$ cat config.mk
export PLATFORM = sky130hd
export DESIGN_NAME = scp_port
export DESIGN_NICKNAME = d
export VERILOG_FILES = /design/src/rtl/scp_pkg.sv /design/src/rtl/scp_in_mux.sv /design/src/rtl/scp_out_demux.sv /design/src/rtl/scp_port.sv
export VERILOG_INCLUDE_DIRS = /design/src /design/src/rtl
export SDC_FILE = /design/constraint.sdc
export NUM_CORES = 1
export LEC_CHECK = 0
export ABC_AREA = 1
export ABC_CLOCK_PERIOD_IN_PS = 2150
export BUFFER_PORTS_ARGS = -buffer_cell sky130_fd_sc_hd__buf_2
export CORE_AREA = 2 2 264 266
export DETAILED_ROUTE_END_ITERATION = 10
export DIE_AREA = 0 0 266 268
export HOLD_SLACK_MARGIN = 0.1
export SKIP_LAST_GASP = 1
export SLEW_MARGIN = 40
export SYNTH_ARGS = -nofsm -noshare
export SYNTH_HDL_FRONTEND = slang
export SYNTH_SLANG_ARGS = --single-unit
$ cat constraint.sdc
create_clock -name clk -period 2.15 [get_ports clk]
set_input_delay 0.645 -clock clk [delete_from_list [all_inputs] [get_ports clk]]
set_output_delay 0.645 -clock clk [all_outputs]
set_load 0.1 [all_outputs]
$ cat src/rtl/scp_consts.svh
// Constants for the stream channel port: status bit positions, widths, timing.
// Assumes inclusion by bare name from the package and design files.
`ifndef SCP_CONSTS_SVH
`define SCP_CONSTS_SVH

`define SCP_NUM_IN          8
`define SCP_NUM_OUT         8
`define SCP_WORD_W          32
`define SCP_SEL_W           3
`define SCP_STATUS_W        32
`define SCP_BIT_CARRY_COPY  0
`define SCP_BIT_CHAN_ERR    27
`define SCP_BIT_CARRY       29
`define SCP_DONE_CYCLES     2
`define SCP_STATUS_RESET    32'h0000_0000

`endif

$ cat src/rtl/scp_pkg.sv
// Types shared by the stream channel port modules.
// Assumes scp_consts.svh is on the include path.
`include "scp_consts.svh"

package scp_pkg;
    typedef logic [`SCP_WORD_W-1:0]   scp_word_t;
    typedef logic [`SCP_SEL_W-1:0]    scp_sel_t;
    typedef logic [`SCP_STATUS_W-1:0] scp_status_t;

    // Operation codes presented by the pipeline
    typedef enum logic [2:0] {
        SCP_OP_GET   = 3'h0,
        SCP_OP_NGET  = 3'h1,
        SCP_OP_CGET  = 3'h2,
        SCP_OP_NCGET = 3'h3,
        SCP_OP_PUT   = 3'h4,
        SCP_OP_NPUT  = 3'h5,
        SCP_OP_CPUT  = 3'h6,
        SCP_OP_NCPUT = 3'h7
    } scp_op_t;

    typedef enum logic [2:0] {
        SCP_ST_IDLE = 3'b001,
        SCP_ST_WAIT = 3'b010,
        SCP_ST_DONE = 3'b100
    } scp_state_t;
endpackage

$ cat src/rtl/scp_in_mux.sv
// Input channel selector: routes one of the input channels to the sequencer.
// Assumes all channel inputs are already in the clk domain.
`timescale 1ns/1ps
`default_nettype none
`include "scp_consts.svh"

module scp_in_mux #(
    parameter int NUM = `SCP_NUM_IN
) (
    input  wire logic [NUM-1:0]                 chanExists,
    input  wire logic [NUM-1:0]                 chanCtrl,
    input  wire logic [NUM*`SCP_WORD_W-1:0]     chanData,
    input  wire scp_pkg::scp_sel_t              selectedChannel,
    output logic                                selExists,
    output logic                                selCtrl,
    output scp_pkg::scp_word_t                  selData
);
    import scp_pkg::*;

    assign selExists = chanExists[selectedChannel];
    assign selCtrl   = chanCtrl[selectedChannel];
    assign selData   = chanData[selectedChannel*`SCP_WORD_W +: `SCP_WORD_W];
endmodule

`default_nettype wire

$ cat src/rtl/scp_out_demux.sv
// Output channel selector: picks the full flag of the chosen output channel
// and spreads a write strobe to that channel only.
`timescale 1ns/1ps
`default_nettype none
`include "scp_consts.svh"

module scp_out_demux #(
    parameter int NUM = `SCP_NUM_OUT
) (
    input  wire logic [NUM-1:0]      chanFull,
    input  wire scp_pkg::scp_sel_t   selectedChannel,
    input  wire logic                writeReq,
    output logic                     selFull,
    output logic [NUM-1:0]           writeVec
);
    import scp_pkg::*;

    assign selFull  = chanFull[selectedChannel];
    assign writeVec = writeReq ? (NUM'(1) << selectedChannel) : '0;
endmodule

`default_nettype wire

$ cat src/rtl/scp_port.sv
// Stream channel port: executes get/put instructions against eight input and
// eight output word channels, stalling the pipeline or reporting by carry.
// Assumes far-end channel flags are synchronous to clk.
//
// Functional notes
// - Eight input and eight output one-directional point-to-point channels.
// - Every channel carries 32-bit words.
// - Each word travels with one control/data tag bit.
// - Blocking data get stalls until word available, then two cycles.
// - Blocking data get of a control-tagged word sets status bit 27.
// - Non-blocking data get never stalls; carry bit 29 clear on success.
// - Carry is mirrored into status bit 0.
// - Non-blocking data get of a control-tagged word sets bit 27.
// - Blocking control get stalls until word present, then two cycles.
// - Control get of a data-tagged word sets bit 27.
// - Non-blocking control get never stalls; carry clear on success.
// - Blocking put stalls while full, then writes, two cycles.
// - Blocking data put drives tag low.
// - Blocking control put drives tag high.
// - Non-blocking put never stalls; carry clear if accepted, set if full.
// - Non-blocking data put drives tag low.
// - Non-blocking control put drives tag high.
`timescale 1ns/1ps
`default_nettype none
`include "scp_consts.svh"

module scp_port #(
    parameter int NUM_IN  = `SCP_NUM_IN,
    parameter int NUM_OUT = `SCP_NUM_OUT
) (
    input  wire logic                           clk,
    input  wire logic                           srst,
    // Pipeline side
    input  wire logic                           opValid,
    input  wire scp_pkg::scp_op_t               opCode,
    input  wire scp_pkg::scp_sel_t              selectedChannel,
    input  wire scp_pkg::scp_word_t             opWriteData,
    output logic                                pipeStall,
    output logic                                opDone,
    output scp_pkg::scp_word_t                  targetRegister,
    output logic                                targetWrite,
    output scp_pkg::scp_status_t                machineStatusWord,
    // Input channels
    input  wire logic [NUM_IN-1:0]              inExists,
    input  wire logic [NUM_IN-1:0]              inCtrl,
    input  wire logic [NUM_IN*`SCP_WORD_W-1:0]  inData,
    output logic [NUM_IN-1:0]                   inRead,
    // Output channels
    input  wire logic [NUM_OUT-1:0]             outFull,
    output logic [NUM_OUT*`SCP_WORD_W-1:0]      outData,
    output logic [NUM_OUT-1:0]                  outCtrl,
    output logic [NUM_OUT-1:0]                  outWrite
);
    import scp_pkg::*;

    // ------------------------------------------------------------
    // Channel selection
    // ------------------------------------------------------------
    // Sequencer state and the latched instruction come first, since the
    // channel selectors below steer on the latched channel number.
    scp_state_t         state_ff;
    scp_state_t         nxt_state;
    scp_op_t            op_ff;
    scp_sel_t           opSel_ff;
    scp_word_t          opWd_ff;

    logic               selExists;
    logic               selCtrl;
    scp_word_t          selData;
    logic               selFull;
    logic               writeReq;
    logic [NUM_OUT-1:0] writeVec;

    scp_in_mux #(.NUM(NUM_IN)) u_in_mux (
        .chanExists      (inExists),
        .chanCtrl        (inCtrl),
        .chanData        (inData),
        .selectedChannel (opSel_ff),
        .selExists       (selExists),
        .selCtrl         (selCtrl),
        .selData         (selData)
    );

    scp_out_demux #(.NUM(NUM_OUT)) u_out_demux (
        .chanFull        (outFull),
        .selectedChannel (opSel_ff),
        .writeReq        (writeReq),
        .selFull         (selFull),
        .writeVec        (writeVec)
    );

    // ------------------------------------------------------------
    // Instruction decode
    // ------------------------------------------------------------
    wire isPut      = op_ff[2];
    wire isCtrlOp   = op_ff[1];
    wire isNonBlock = op_ff[0];
    wire isGet      = !isPut;
    wire isDataGet  = isGet && !isCtrlOp;
    wire isCtrlGet  = isGet && isCtrlOp;
    wire inIdle     = (state_ff == SCP_ST_IDLE);
    wire inWait     = (state_ff == SCP_ST_WAIT);
    wire acceptNow  = inIdle && opValid;

    // A word can be served by the selected channel this cycle
    wire chanReady  = isPut ? !selFull : selExists;
    wire serveNow   = inWait && chanReady;
    wire failNow    = inWait && !chanReady && isNonBlock;
    wire finishNow  = serveNow || failNow;
    wire serveGet   = serveNow && isGet;
    wire servePut   = serveNow && isPut;
    // Tag mismatch: data get saw control, control get saw data
    wire tagErr     = serveNow && ((isDataGet && selCtrl) || (isCtrlGet && !selCtrl));

    assign writeReq = servePut;

    // ------------------------------------------------------------
    // Sequencer: latch cycle, serve/finish cycle, done cycle
    // ------------------------------------------------------------
    // Latching the operation costs a cycle, so a ready channel gives the
    // two-cycle completion; blocking ops wait in WAIT with stall held.
    always_comb begin
        nxt_state = state_ff;
        unique case (state_ff)
            SCP_ST_IDLE: begin
                if (opValid) begin
                    nxt_state = SCP_ST_WAIT;
                end
            end
            SCP_ST_WAIT: begin
                if (finishNow) begin
                    nxt_state = SCP_ST_DONE;
                end
            end
            SCP_ST_DONE: begin
                nxt_state = SCP_ST_IDLE;
            end
            default: begin
                nxt_state = SCP_ST_IDLE;
            end
        endcase
    end

    always_ff @(posedge clk) begin
        if (srst) begin
            state_ff <= SCP_ST_IDLE;
        end else begin
            state_ff <= nxt_state;
        end
    end

    // ------------------------------------------------------------
    // Operation latch
    // ------------------------------------------------------------
    // opValid is only looked at in IDLE, so a request held through a busy
    // instruction is not taken until IDLE returns, where it starts a second one.
    always_ff @(posedge clk) begin
        if (srst) begin
            op_ff <= SCP_OP_GET;
        end else if (acceptNow) begin
            op_ff <= opCode;
        end
    end

    always_ff @(posedge clk) begin
        if (srst) begin
            opSel_ff <= '0;
        end else if (acceptNow) begin
            opSel_ff <= selectedChannel;
        end
    end

    always_ff @(posedge clk) begin
        if (srst) begin
            opWd_ff <= '0;
        end else if (acceptNow) begin
            opWd_ff <= opWriteData;
        end
    end

    // ------------------------------------------------------------
    // Pipeline handshake outputs
    // ------------------------------------------------------------
    // Stall is raised the cycle after accept, held through WAIT, and drops with done.
    logic nxt_stall;
    assign nxt_stall = (nxt_state != SCP_ST_IDLE) && (nxt_state != SCP_ST_DONE);

    always_ff @(posedge clk) begin
        if (srst) begin
            pipeStall <= 1'b0;
        end else begin
            pipeStall <= nxt_stall;
        end
    end

    always_ff @(posedge clk) begin
        if (srst) begin
            opDone <= 1'b0;
        end else begin
            opDone <= finishNow;
        end
    end

    // Only a served get hands a word over to the register file.
    always_ff @(posedge clk) begin
        if (srst) begin
            targetWrite <= 1'b0;
        end else begin
            targetWrite <= serveGet;
        end
    end

    always_ff @(posedge clk) begin
        if (srst) begin
            targetRegister <= '0;
        end else if (serveGet) begin
            targetRegister <= selData;
        end
    end

    // ------------------------------------------------------------
    // Input channel read strobes
    // ------------------------------------------------------------
    // Only a served get pops a word; a failed non-blocking get pops none.
    logic [NUM_IN-1:0] nxt_inRead;
    assign nxt_inRead = (serveNow && !isPut) ? (NUM_IN'(1) << opSel_ff) : '0;

    // Read strobe is registered, so the far end sees it one cycle after the
    // word was sampled; the FSM leaves WAIT the same cycle, so no double pop.
    always_ff @(posedge clk) begin
        if (srst) begin
            inRead <= '0;
        end else begin
            inRead <= nxt_inRead;
        end
    end

    // ------------------------------------------------------------
    // Output channel write path
    // ------------------------------------------------------------
    // Data and tag change only on the strobed channel; the others keep their last write.
    always_ff @(posedge clk) begin
        if (srst) begin
            outWrite <= '0;
        end else begin
            outWrite <= writeVec;
        end
    end

    // Tag follows the op code's control bit: data puts low, control puts high.
    always_ff @(posedge clk) begin
        if (srst) begin
            outData <= '0;
            outCtrl <= '0;
        end else begin
            for (int i = 0; i < NUM_OUT; i++) begin
                if (writeVec[i]) begin
                    outData[i*`SCP_WORD_W +: `SCP_WORD_W] <= opWd_ff;
                    outCtrl[i] <= isCtrlOp;
                end
            end
        end
    end

    // ------------------------------------------------------------
    // Status word
    // ------------------------------------------------------------
    // Only carry, its copy and the error flag are kept here; other bits of
    // the processor status live elsewhere and read as zero.
    // The error flag is sticky; only reset clears it, as there is no clear input.
    logic carry_ff;
    logic chanErr_ff;
    logic nxt_carry;
    logic nxt_chanErr;
    assign nxt_carry   = failNow ? 1'b1 : (serveNow && isNonBlock) ? 1'b0 : carry_ff;
    // Set wins: there is no clear input, only reset empties the flag.
    assign nxt_chanErr = tagErr || chanErr_ff;

    always_ff @(posedge clk) begin
        if (srst) begin
            carry_ff <= 1'b0;
        end else begin
            carry_ff <= nxt_carry;
        end
    end

    always_ff @(posedge clk) begin
        if (srst) begin
            chanErr_ff <= 1'b0;
        end else begin
            chanErr_ff <= nxt_chanErr;
        end
    end

    always_comb begin
        machineStatusWord                      = `SCP_STATUS_RESET;
        machineStatusWord[`SCP_BIT_CARRY]      = carry_ff;
        machineStatusWord[`SCP_BIT_CARRY_COPY] = carry_ff;
        machineStatusWord[`SCP_BIT_CHAN_ERR]   = chanErr_ff;
    end
endmodule

`default_nettype wire

==> flow_summary.toml <==
[outcome]
outcome = "finished clean"

[yosys]
yosysUniqueCellTypes = 19
synth_edf_count = 0
syn_area_per_cell_sq_um = 6.40
syn_inst = 2446
ys.flop_type = "dfxtp_1"
synth-seq-cells = 358
synthArstFlopShare = 0
ys_seq_area_frac = 0.458
yosysWarnings = 0
syn-cell-area_sq_mm = 0.0157

[cts]
cts_tree = "yes"
cts_buffer_depth = 3
h-tree-depth = 2
cts.sinks = 358
path_clk_slew_ps = 60
insertion_delay_ps = 550
holdBufCountCts = 0
post_cts_buffers = 0
cts.repair.resized = 0
root_buffer = "clkbuf_16"
cts_made_buffers = 40

[power]
vdd_drop_max_v = 0.000397
powerDensity_mw_per_mm2 = 763
comb_power_share = 0.141
intPower_w = 0.0117
swShare = 0.281
netSwitchingPower_w = 0.00455
leakagePower_nw = 10.4
seq_power_share = 0.417
pwr-share-clk = 0.442

[drt]
drt-initial-drc-count = 1011
wirelength_microns = 63400
ant_nets = 0
route.vias.total = 16900
drc = 0
dr.pass1.iters = 5
vias_per_cell = 4.28
routedWlPerCell_microns = 16.1

[setup_path]
cp_slowest_cell = "buf_2"
start_kind = "register"
critPathKind = "reg -> out"
critical_path_depth = 1
crit_buf_inv = 1
worstSetupEndpointType = "output port"
max_stage_delay_ps = 460
cp.arrival_ps = 1420
rrSetupSlack_ps = 210
crit_family = "buffers and inverters"
path_cells = "buf_2"
reg2reg_depth = 10
crit_path_max_fanout = 3
crit_required_ps = 1500

[floorplanning]
start_util = 0.229
dieArea_sq_mm = 0.0713
ios = 668
die_y_microns = 268
coreArea_sq_mm = 0.0682
rows = 96
dieWidth_microns = 266

[cells_and_area]
design_area_sq_mm = 0.0213
fillCellCount = 7540
fin_util = 0.312
layout.nets = 3338
area_growth_pct = 35.8
drive_gt1_frac = 0.252

[global_routing]
overflow = 0
antenna_found_initial = 11
grt_first_pass_wirelength_microns = 92200
grt_max_degree = 78
grt_pass1_vias = 15200
track_usage = 0.170

[place]
gp_congestion = 0.909
post-dp-hpwl_microns = 47800
portBuffers = 638
postPlaceCellArea_sq_mm = 0.0199

[sta]
fin_setup_tns_ps = 0
rsz0062_at_grt = "no"
final.setup_skew_ps = 16.7
min_period_ps = 2060
hold_viol = 0
worst_pin_slew_ps = 599
post-route-period-util = 0.960
setup_viol = 0
slew_violations = 0
slew_headroom = 0.598
fmaxAchievable_ghz = 0.485

[hold_path]
hold_class = "in -> reg"
min_path_cells = 3

[job]
drv_cap = 0
## cells by family after synthesis
group / share of synthesized area
compound gates: 0.0262
buf+inv: 0.0835
flops: 0.458
other cells: 0.000240
simple gates: 0.432
## flip-flops by register name, summed over array words and instances, names as in the netlist, 3 cells and up
| signal | flops |
|---|---|
| outData | 256 |
| opWd_ff | 32 |
| targetRegister | 32 |
| inRead | 8 |
| outCtrl | 8 |
| outWrite | 8 |
| opSel_ff | 3 |
| op_ff | 3 |
| state_ff | 3 |
## power groups by stage
| stage | logic (W) | registers [W] | clock network [W] |
|---|---|---|---|
| 6_report | 0.00229 | 0.00676 | 0.00716 |
| 3_5_place_dp | 0.00230 | 0.00691 | 0 |
| 2_1_floorplan | 0.00132 | 0.00702 | 0 |
| 3_3_place_gp | 0.00230 | 0.00691 | 0 |
| 5_1_grt | 0.00251 | 0.00676 | 0.00761 |
| 4_1_cts | 0.00230 | 0.00676 | 0.00734 |
## worst min-delay path: cells and delay by family
kind | cells | cell delay, ps
buffers and inverters | 1 | 80
and+or+nand+nor | 1 | 80
AOI/OAI and AO/OA | 1 | 80
## per-layer routing
layer,GRT usage,wire (microns)
met3,0.0275,3950
met1,0.201,25500
met5,0,13
met4,0.0741,2760
met2,0.301,31100
## final cells by class
cell class	instances	area, sq um	area share
Multi-Input combinational cell	1837	7380	0.347
Sequential cell	358	7170	0.337
Timing Repair Buffer	689	3880	0.182
Clock buffer	58	1170	0.0551
Tap cell	882	1100	0.0519
Inverter	91	349	0.0164
Clock inverter	14	191	0.00901
Antenna cell	6	15.0	0.000706
## synth_stat cells, types with 13 or more instances
| cell | n | area, sq um |
|---|---|---|
| inv_1 | 57 | 214 |
| nand2_1 | 1012 | 3800 |
| dfxtp_1 | 358 | 7170 |
| buf_2 | 61 | 305 |
| a21oi_1 | 40 | 200 |
| nor2_1 | 590 | 2210 |
| clkbuf_1 | 73 | 274 |
| nand4_1 | 96 | 601 |
| nand3_1 | 13 | 65.1 |
| clkinv_1 | 33 | 124 |
| o21ai_0 | 42 | 210 |
| buf_4 | 37 | 278 |
## final timing paths
path | end | start
setup / recovery | machineStatusWord[29] | carry_ff
hold / removal | op_ff[0] | opCode[0]
setup reg to reg | targetRegister[30] | opSel_ff[0]
hold reg to reg | outData[175] | outData[175]
## layout by cell type, fill, tap and decap left out, types with 4 or more instances in the layout
cell type,n
bufinv_16,4
clkbuf_8,6
buf_2,637
clkinv_1,33
dfxtp_1,357
conb_1,29
inv_1,55
clkbuf_16,42
nand3_1,12
diode_2,6
clkbuf_1,10
clkinv_2,7
buf_12,24
nor2_1,581
nor3_1,11
nand4_1,96
o21ai_0,42
buf_4,28
a21oi_1,40
nand2_1,1012
nor2_4,12
## through the flow
stage	hold slack (ps)	worst slack [ps]	cells	total power, W
6_report	383	86.7	3935	0.0162
5_1_grt	354	9.27	3935	0.0169
4_1_cts	336	46.5	3929	0.0164
3_5_place_dp	465	14.6	3857	0.00920
3_3_place_gp	457	26.7	3857	0.00921
2_1_floorplan	441	229	2474	0.00834
(Power assumes the default switching activity.)
